==> src/rtl/dac_cmd_pkg.sv <==
package dac_cmd_pkg;

	localparam int CODE_WIDTH = 12;
	localparam int CHANNELS = 4;
	localparam int APB_ADDR_WIDTH = 12;

	// register byte offsets
	localparam logic [11:0] ADDR_COMMAND = 12'h000;
	localparam logic [11:0] ADDR_STATUS = 12'h004;
	localparam logic [11:0] ADDR_CHANNEL_BASE = 12'h010;
	localparam logic [11:0] ADDR_CHANNEL_STEP = 12'h004;

	// command word fields
	localparam int CMD_WIDTH = 24;
	localparam int MULTIBYTE_BIT = 22;
	localparam int OPCODE_LSB = 19;
	localparam int CHANNEL_ADDR_LSB = 16;
	localparam int CHANNEL_ADDR_ALL_BIT = 18;
	localparam int CODE_LSB = 4;
	localparam int PD_MODE_LSB = 4;
	localparam int SELECT_MASK_LSB = 0;
	localparam int CLEAR_SELECT_BIT = 0;
	localparam int LATCH_MASK_LSB = 0;
	localparam int REF_MODE_LSB = 0;
	localparam int REF_KEEP_ON_BIT = 2;

	// status word fields
	localparam int STAT_LATCH_LSB = 0;
	localparam int STAT_REF_MODE_LSB = 4;
	localparam int STAT_KEEP_ON_BIT = 6;
	localparam int STAT_STANDBY_BIT = 7;
	localparam int STAT_REF_ON_BIT = 8;
	localparam int STAT_PD_MODE_LSB = 16;

	// channel word fields
	localparam int CHW_CODE_LSB = 0;
	localparam int CHW_OUT_LSB = 16;
	localparam int CHW_PD_LSB = 28;
	localparam int CHW_MODIFIED_BIT = 31;

	// values after reset
	localparam logic [11:0] CODE_RESET = 12'h000;
	localparam logic [3:0] LATCH_RESET = 4'h0;
	localparam logic [1:0] REF_MODE_RESET = 2'h0;
	localparam logic REF_KEEP_ON_RESET = 1'b0;
	localparam logic [23:0] COMMAND_RESET = 24'h000000;

	typedef enum logic [2:0] {
		OP_WRITE_CODE_ONLY = 3'h0,
		OP_TRANSFER_CODE_SELECTED = 3'h1,
		OP_WRITE_CODE_UPDATE_ALL = 3'h2,
		OP_WRITE_CODE_UPDATE_SELECTED = 3'h3,
		OP_POWER = 3'h4,
		OP_SOFT_CLEAR_OR_RESTORE = 3'h5,
		OP_CONFIG = 3'h6,
		OP_REFERENCE = 3'h7
	} opcode_type;

	typedef enum logic [1:0] {
		PM_NORMAL = 2'h0,
		PM_PULL_1K = 2'h1,
		PM_PULL_100K = 2'h2,
		PM_HIGH_Z = 2'h3
	} power_mode_type;

	localparam logic [1:0] PD_MODE_RESET = 2'h0;

endpackage

==> src/rtl/quad_dac_command_decoder.sv <==
`timescale 1ns/1ps
// Summary of operation
// - write-all command writes codes, loads every modified channel
// - unmodified code registers skip output load
// - write-selected command writes, loads addressed channels
// - load without writing uses transfer command
// - multibyte flag accepted like other writes
// - power command changes masked channels only
// - mode 00 normal, 01 1k, 10 100k
// - mask bit three D down to A
// - all channels down means standby
// - powered-down output disconnected, pulled down or open
// - output registers kept in standby
// - commands still decoded while powered down
// - clear select zero zeroes codes, outputs
// - clear select one restores all defaults
// - address 0-3 one channel, 1xx all
// - transparent latch drives output from code
// - reference off in standby unless kept on
module quad_dac_command_decoder (
	input wire logic pclk,
	input wire logic presetn,
	input wire logic ce,
	input wire logic psel,
	input wire logic penable,
	input wire logic pwrite,
	input wire logic [11:0] paddr,
	input wire logic [31:0] pwdata,
	output logic pready,
	output logic pslverr,
	output logic [31:0] prdata,
	output logic [47:0] dac_code,
	output logic [3:0] buffer_enable,
	output logic [3:0] pull_down_1k,
	output logic [3:0] pull_down_100k,
	output logic standby,
	output logic reference_on,
	output logic [1:0] reference_mode
);

	logic command_strobe;
	logic [23:0] command_data;
	logic [23:0] last_command;
	logic [23:0] next_last_command;
	logic [3:0] latch_transparent;
	logic [3:0] next_latch_transparent;
	logic [1:0] ref_mode;
	logic [1:0] next_ref_mode;
	logic ref_keep_on;
	logic next_ref_keep_on;
	dac_cmd_pkg::opcode_type opcode;
	logic [3:0] addressed;
	logic [11:0] code_value;
	logic [3:0] write_code;
	logic [3:0] transfer;
	logic [3:0] transfer_if_modified;
	logic zero_codes;
	logic restore_defaults;
	logic [3:0] power_write;
	logic [1:0] power_mode_value;
	logic [11:0] code_reg [4];
	logic [11:0] out_reg [4];
	logic [1:0] power_mode [4];
	logic [3:0] modified;
	logic [127:0] channel_words;
	logic [31:0] status_word;
	logic [7:0] power_modes_packed;
	logic multibyte;

	// channel address to one-hot mask, 1xx selects all
	function automatic logic [3:0] channel_mask(input logic [2:0] addr);
		if (addr[2]) begin
			channel_mask = 4'hF;
		end else begin
			channel_mask = 4'h1 << addr[1:0];
		end
	endfunction

	apb_register_port u_apb (
		.pclk(pclk),
		.presetn(presetn),
		.ce(ce),
		.psel(psel),
		.penable(penable),
		.pwrite(pwrite),
		.paddr(paddr),
		.pwdata(pwdata),
		.pready(pready),
		.pslverr(pslverr),
		.prdata(prdata),
		.status_word(status_word),
		.command_word({8'h00, last_command}),
		.channel_words(channel_words),
		.command_strobe(command_strobe),
		.command_data(command_data)
	);

	// command decode; runs in any power state
	always_comb begin
		opcode = dac_cmd_pkg::opcode_type'(command_data[dac_cmd_pkg::OPCODE_LSB +: 3]);
		// multibyte frames carry the same fields, so the flag needs no separate path
		multibyte = command_data[dac_cmd_pkg::MULTIBYTE_BIT];
		addressed = channel_mask(command_data[dac_cmd_pkg::CHANNEL_ADDR_LSB +: 3]);
		code_value = command_data[dac_cmd_pkg::CODE_LSB +: 12];
		power_mode_value = command_data[dac_cmd_pkg::PD_MODE_LSB +: 2];
		write_code = 4'h0;
		transfer = 4'h0;
		transfer_if_modified = 4'h0;
		zero_codes = 1'b0;
		restore_defaults = 1'b0;
		power_write = 4'h0;
		next_last_command = last_command;
		next_latch_transparent = latch_transparent;
		next_ref_mode = ref_mode;
		next_ref_keep_on = ref_keep_on;
		if (command_strobe) begin
			next_last_command = command_data;
			unique case (opcode)
				dac_cmd_pkg::OP_WRITE_CODE_ONLY: begin
					write_code = addressed;
				end
				dac_cmd_pkg::OP_TRANSFER_CODE_SELECTED: begin
					transfer = addressed;
				end
				dac_cmd_pkg::OP_WRITE_CODE_UPDATE_ALL: begin
					write_code = addressed;
					transfer_if_modified = 4'hF;
				end
				dac_cmd_pkg::OP_WRITE_CODE_UPDATE_SELECTED: begin
					write_code = addressed;
					transfer_if_modified = addressed;
				end
				dac_cmd_pkg::OP_POWER: begin
					power_write = command_data[dac_cmd_pkg::SELECT_MASK_LSB +: 4];
				end
				dac_cmd_pkg::OP_SOFT_CLEAR_OR_RESTORE: begin
					if (command_data[dac_cmd_pkg::CLEAR_SELECT_BIT]) begin
						restore_defaults = 1'b1;
						next_latch_transparent = dac_cmd_pkg::LATCH_RESET;
						next_ref_mode = dac_cmd_pkg::REF_MODE_RESET;
						next_ref_keep_on = dac_cmd_pkg::REF_KEEP_ON_RESET;
					end else begin
						zero_codes = 1'b1;
					end
				end
				dac_cmd_pkg::OP_CONFIG: begin
					next_latch_transparent = command_data[dac_cmd_pkg::LATCH_MASK_LSB +: 4];
				end
				dac_cmd_pkg::OP_REFERENCE: begin
					next_ref_mode = command_data[dac_cmd_pkg::REF_MODE_LSB +: 2];
					next_ref_keep_on = command_data[dac_cmd_pkg::REF_KEEP_ON_BIT];
				end
			endcase
		end
	end

	always_ff @(posedge pclk or negedge presetn) begin
		if (!presetn) begin
			last_command <= dac_cmd_pkg::COMMAND_RESET;
			latch_transparent <= dac_cmd_pkg::LATCH_RESET;
			ref_mode <= dac_cmd_pkg::REF_MODE_RESET;
			ref_keep_on <= dac_cmd_pkg::REF_KEEP_ON_RESET;
		end else if (ce) begin
			last_command <= next_last_command;
			latch_transparent <= next_latch_transparent;
			ref_mode <= next_ref_mode;
			ref_keep_on <= next_ref_keep_on;
		end
	end

	genvar ch;
	generate
		for (ch = 0; ch < dac_cmd_pkg::CHANNELS; ch++) begin : g_channel
			dac_channel u_channel (
				.pclk(pclk),
				.presetn(presetn),
				.ce(ce),
				.write_code(write_code[ch]),
				.transfer(transfer[ch]),
				.transfer_if_modified(transfer_if_modified[ch]),
				.code_in(code_value),
				.zero_codes(zero_codes),
				.restore_defaults(restore_defaults),
				.power_write(power_write[ch]),
				.power_mode_in(power_mode_value),
				.transparent(latch_transparent[ch]),
				.code_reg(code_reg[ch]),
				.out_reg(out_reg[ch]),
				.dac_code(dac_code[ch * 12 +: 12]),
				.power_mode(power_mode[ch]),
				.modified(modified[ch])
			);
			// powered-down output leaves the buffer, takes the chosen load
			assign buffer_enable[ch] = (power_mode[ch] == dac_cmd_pkg::PM_NORMAL);
			assign pull_down_1k[ch] = (power_mode[ch] == dac_cmd_pkg::PM_PULL_1K);
			assign pull_down_100k[ch] = (power_mode[ch] == dac_cmd_pkg::PM_PULL_100K);
			assign power_modes_packed[ch * 2 +: 2] = power_mode[ch];
			assign channel_words[ch * 32 +: 32] = {modified[ch], 1'b0, power_mode[ch], out_reg[ch],
				4'h0, code_reg[ch]};
		end
	endgenerate

	assign standby = ~|buffer_enable;
	assign reference_on = (ref_mode != dac_cmd_pkg::REF_MODE_RESET) & (~standby | ref_keep_on);
	assign reference_mode = ref_mode;

	assign status_word = {8'h00, power_modes_packed, 7'h00, reference_on, standby, ref_keep_on,
		ref_mode, latch_transparent};

endmodule // quad_dac_command_decoder

==> src/rtl/dac_channel.sv <==
`timescale 1ns/1ps
module dac_channel (
	input wire logic pclk,
	input wire logic presetn,
	input wire logic ce,
	input wire logic write_code,
	input wire logic transfer,
	input wire logic transfer_if_modified,
	input wire logic [11:0] code_in,
	input wire logic zero_codes,
	input wire logic restore_defaults,
	input wire logic power_write,
	input wire logic [1:0] power_mode_in,
	input wire logic transparent,
	output logic [11:0] code_reg,
	output logic [11:0] out_reg,
	output logic [11:0] dac_code,
	output logic [1:0] power_mode,
	output logic modified
);

	logic [11:0] next_code_reg;
	logic [11:0] next_out_reg;
	logic [1:0] next_power_mode;
	logic next_modified;
	logic do_transfer;

	always_comb begin
		next_code_reg = code_reg;
		next_out_reg = out_reg;
		next_power_mode = power_mode;
		next_modified = modified;
		// unchanged codes are not reloaded
		do_transfer = transfer | (transfer_if_modified & (modified | write_code));
		if (zero_codes || restore_defaults) begin
			next_code_reg = dac_cmd_pkg::CODE_RESET;
			next_out_reg = dac_cmd_pkg::CODE_RESET;
			next_modified = 1'b0;
			if (restore_defaults) begin
				next_power_mode = dac_cmd_pkg::PD_MODE_RESET;
			end
		end else begin
			if (write_code) begin
				next_code_reg = code_in;
				next_modified = 1'b1;
			end
			if (do_transfer) begin
				next_out_reg = write_code ? code_in : code_reg;
				next_modified = 1'b0;
			end
		end
		if (power_write) begin
			next_power_mode = power_mode_in;
		end
	end

	always_ff @(posedge pclk or negedge presetn) begin
		if (!presetn) begin
			code_reg <= dac_cmd_pkg::CODE_RESET;
			out_reg <= dac_cmd_pkg::CODE_RESET;
			power_mode <= dac_cmd_pkg::PD_MODE_RESET;
			modified <= 1'b0;
		end else if (ce) begin
			code_reg <= next_code_reg;
			out_reg <= next_out_reg;
			power_mode <= next_power_mode;
			modified <= next_modified;
		end
	end

	// output register kept through power-down and standby
	assign dac_code = transparent ? code_reg : out_reg;

endmodule // dac_channel

==> src/rtl/apb_register_port.sv <==
`timescale 1ns/1ps
module apb_register_port (
	input wire logic pclk,
	input wire logic presetn,
	input wire logic ce,
	input wire logic psel,
	input wire logic penable,
	input wire logic pwrite,
	input wire logic [11:0] paddr,
	input wire logic [31:0] pwdata,
	output logic pready,
	output logic pslverr,
	output logic [31:0] prdata,
	input wire logic [31:0] status_word,
	input wire logic [31:0] command_word,
	input wire logic [127:0] channel_words,
	output logic command_strobe,
	output logic [23:0] command_data
);

	logic [31:0] next_prdata;
	logic next_error;
	logic error;
	logic [11:0] channel_offset;

	function automatic logic mapped(input logic [11:0] addr, input logic is_write);
		logic is_channel;
		is_channel = (addr >= dac_cmd_pkg::ADDR_CHANNEL_BASE) &&
			(addr < dac_cmd_pkg::ADDR_CHANNEL_BASE + 12'h010) && (addr[1:0] == 2'h0);
		if (is_write) begin
			mapped = (addr == dac_cmd_pkg::ADDR_COMMAND);
		end else begin
			mapped = (addr == dac_cmd_pkg::ADDR_COMMAND) || (addr == dac_cmd_pkg::ADDR_STATUS) || is_channel;
		end
	endfunction

	always_comb begin
		next_prdata = prdata;
		next_error = error;
		channel_offset = paddr - dac_cmd_pkg::ADDR_CHANNEL_BASE;
		if (psel && !penable) begin
			next_error = !mapped(paddr, pwrite);
			next_prdata = 32'h00000000;
			if (!pwrite && mapped(paddr, 1'b0)) begin
				if (paddr == dac_cmd_pkg::ADDR_COMMAND) begin
					next_prdata = command_word;
				end else if (paddr == dac_cmd_pkg::ADDR_STATUS) begin
					next_prdata = status_word;
				end else begin
					next_prdata = channel_words[channel_offset[3:2] * 32 +: 32];
				end
			end
		end
	end

	always_ff @(posedge pclk or negedge presetn) begin
		if (!presetn) begin
			prdata <= 32'h00000000;
			error <= 1'b0;
		end else if (ce) begin
			prdata <= next_prdata;
			error <= next_error;
		end
	end

	assign pready = 1'b1;
	assign pslverr = psel & penable & error;
	// a command runs at the access edge of a mapped write
	assign command_strobe = ce & psel & penable & pwrite & !error;
	assign command_data = pwdata[23:0];

endmodule // apb_register_port

==> config.mk <==
export PLATFORM = sky130hd
export DESIGN_NAME = quad_dac_command_decoder
export DESIGN_NICKNAME = d
export VERILOG_FILES = /design/src/rtl/dac_cmd_pkg.sv /design/src/rtl/quad_dac_command_decoder.sv /design/src/rtl/dac_channel.sv /design/src/rtl/apb_register_port.sv
export SDC_FILE = /design/constraint.sdc
export NUM_CORES = 1
export LEC_CHECK = 0
export BUFFER_PORTS_ARGS = -buffer_cell sky130_fd_sc_hd__buf_2
export CAP_MARGIN = 0
export CORE_MARGIN = 2
export CORE_UTILIZATION = 55
export DETAILED_ROUTE_END_ITERATION = 12
export PLACE_DENSITY = 0.76
export SYNTH_ARGS = -nofsm -noshare
export SYNTH_HDL_FRONTEND = slang
export SYNTH_HIERARCHICAL = 1
export SYNTH_SLANG_ARGS = --single-unit
export TNS_END_PERCENT = 5
==> constraint.sdc <==
create_clock -name pclk -period 3.2 [get_ports pclk]
set_input_delay 0.48 -clock pclk [delete_from_list [all_inputs] [get_ports pclk]]
set_output_delay 0.48 -clock pclk [all_outputs]
set_load 0.05 [all_outputs]
==> metrics.md <==
| Metric | Value |
|---|---|
| Status | `finished, final reports clean` |
| Fraction of layout cells with a size suffix above 1 | `36.8%` |
| Lkg Pwr | `5.66 nW` |
| Min Tclk post-route | `2630 ps` |
| HP Class | `primary input to asynchronous set/reset pin` |
| IO Pins | `148` |
| Max-cap viol count | `0` |
| Drt wl/cell | `21.6 um` |
| H-tree Lvls | `4` |
| Final wirelength | `28100 um` |
| CTS max path bufs | `2` |
| Total iterations of the first detailed-routing run | `5` |
| Instance count of the mapped netlist | `912` |
| Crit path DAT | `2150 ps` |
| Placeable Area | `17900 um^2` |
| Yosys reg bits | `172` |
| Die Wd | `139 um` |
| CP Data Required Time | `2720 ps` |
| Endpoints failing hold | `0` |
| Drc violations | `0` |
| Cts bufs inserted | `17` |
| Vias in the first global route | `7800` |
| Mean post-synth cell area | `roughly 11 um^2` |
| Clk_skew | `about 8.5 ps` |
| Core Rows | `49` |
| Starting DRC count in detailed routing | `between 600 and 700` |
| Sequential-to-total area share from yosys stat | `42.9%` |
| Initial cell density of the core | `56.0%` |
| Clock latency on the worst-skew pair | `between 400 and 500 ps` |
| Initial antenna violation count | `2` |
| Top cells by area, synth | `dfrtp_1 (43%), mux2_2 (16%), mux4_2 (7.2%)` |
| Post-route setup slack | `572 ps` |
| Synth Warn # | `6` |
| # setup viols final | `0` |
| Worst setup SP type | `flip-flop` |
| Most frequent cells in the layout | `dfrtp_1 (172), mux2_2 (146), buf_2 (135)` |
| Mapped cell area | `10000 um^2` |
| IO buf count | `138` |
| Setup crit end kind | `primary output` |
| Final nets | `1112` |
| Period utilization | `82.1%` |
| Gr usage total | `between 20% and 30%` |
| Top cell type's share of synthesized area | `roughly 43%` |
| RSZ-0062 raised after global routing | `no` |
| Worst-path fanout max | `15` |
| Register-to-Register Path Depth | `10` |
| First-pass GRT wire length | `43700 um` |
| Peak VDD IR | `0.446 mV` |
| Worst slew pin tran | `1000 ps` |
| CTS tree | `yes` |
| Power Dens Cells | `527 nW/um^2` |
| Synth cell types | `42` |
| Die area | `approximately 19000 um^2` |
| Post-CTS Setup Repair Bufs | `0` |
| Number of hold buffers added after CTS | `0` |
| Clk root buf | `clkbuf_16` |
| Largest area contributor in the netlist | `dfrtp_1` |
| Pre-CTS setup slack | `565 ps` |
| Chip height | `139 um` |
| Largest net degree at the start of global routing | `89` |
| Clk slew on worst S/H paths | `approximately 70 ps` |
| Hpwl dp | `19600 um` |
| Vias per std cell | `6.01` |
| Layout Area Growth over Synthesis | `15.4%` |
| Max Freq | `381 MHz` |
| Pins over their slew limit | `0` |
| Commonest non-fill, non-tap cell in the layout | `dfrtp_1` |
| Via count | `7830` |
| PostCTS Resize Cnt | `0` |
| Grt total ovfl | `0` |
| Relative slew slack | `between 30% and 40%` |
| GPL Wtd Cong | `around 0.88` |
| Routed Antenna Nets | `0` |
| Kind of critical path | `flip-flop to primary output` |
| Antenna cells | `0` |
| Setup TNS | `0 ps` |
| CTS sink cnt | `~170` |
[metrics by stage]
| stage | cells | utilization, % | instance area [um^2] | hold WS [ps] | power (mW) |
|---|---|---|---|---|---|
| global route | 1303 | 64.6 | 11600 | 68.5 | 6.31 |
| detailed placement | 1272 | 61.0 | 10900 | 467 | 3.81 |
| floorplan | 954 | - | 10200 | 184 | 3.48 |
| CTS | 1303 | 64.6 | 11600 | 36.8 | 6.09 |
| global placement | 1272 | 61.0 | 10900 | 463 | 3.77 |
| finish | 1303 | 64.6 | 11600 | 16.2 | 6.10 |
[metal layers]
metal,global-route usage (%),up-vias,wire (um)
met1,39.8,3871,11800
met2,45.9,352,13000
met5,0,-,7
met3,7.08,76,2280
li1,-,3529,-
met4,12.8,2,1030
[logic make-up (layout without fill, tap and decap cells)]
group                  count (synthesis)  after routing  share of synthesized area, %
AOI/OAI and AO/OA                    176            176                          12.5
buffers and inverters                138            258                          7.41
DFF                                  172            172                          42.9
muxes                                218            218                          27.6
other                                  2             44                        0.0749
and+or+nand+nor                      206            206                          9.48
[report_power, final]
group / leakage, nW / internal [mW] / switching (mW)
clock network: 0.313 / 1.41 / 0.892
logic: 3.02 / 0.518 / 0.641
registers: 2.33 / 2.40 / 0.238
[path summary, 6_finish.rpt]
check                                      from                           endpoint  slack [ps]
min in group pclk                    pwdata[22]                   last_command[22]         270
max                        latch_transparent[1]                       dac_code[23]         570
min reg2reg                    last_command[19]                   last_command[19]         480
max in group asynchronous               presetn  g_channel[3].u_channel/out_reg[7]        2300
max reg2reg                         u_apb/error  g_channel[2].u_channel/out_reg[0]         730
min                                     presetn  g_channel[2].u_channel/out_reg[0]          20
[cells in the mapped netlist (all sizes together)]
library cell / count
nand4: 2
mux2i: 36
inv: 52
and2: 9
a32o: 8
mux4: 32
a31o: 4
o311a: 1
or3: 1
dfrtp: 172
and4: 1
nor2: 23
clkbuf: 14
nand3b: 2
nor3b: 1
nor2b: 11
nor4: 2
a22o: 3
o2111ai: 2
nand3: 48
buf: 72
and2b: 1
o2bb2ai: 48
mux2: 150
and4b: 1
nand2: 97
and3: 2
a21oi: 5
conb: 2
o21ai: 92
nor3: 3
o21a: 5
o41ai: 4
a21o: 4
nand2b: 2
[critical path: stages (launching register included)]
cell	delay [ps]
dfrtp_1	1000
mux2_2	470
buf_2	230
[area by class of cell]
| type | instances | area, um^2 |
|---|---|---|
| Clock inverter | 13 | 214 |
| Fill cell | 1417 | 6330 |
| Tap cell | 229 | 287 |
| Sequential cell | 172 | 4300 |
| Clock buffer | 18 | 439 |
| Multi-Input combinational cell | 644 | 5150 |
| Timing Repair Buffer | 175 | 980 |
| Inverter | 52 | 195 |
Power figures use the tool's default switching activity.
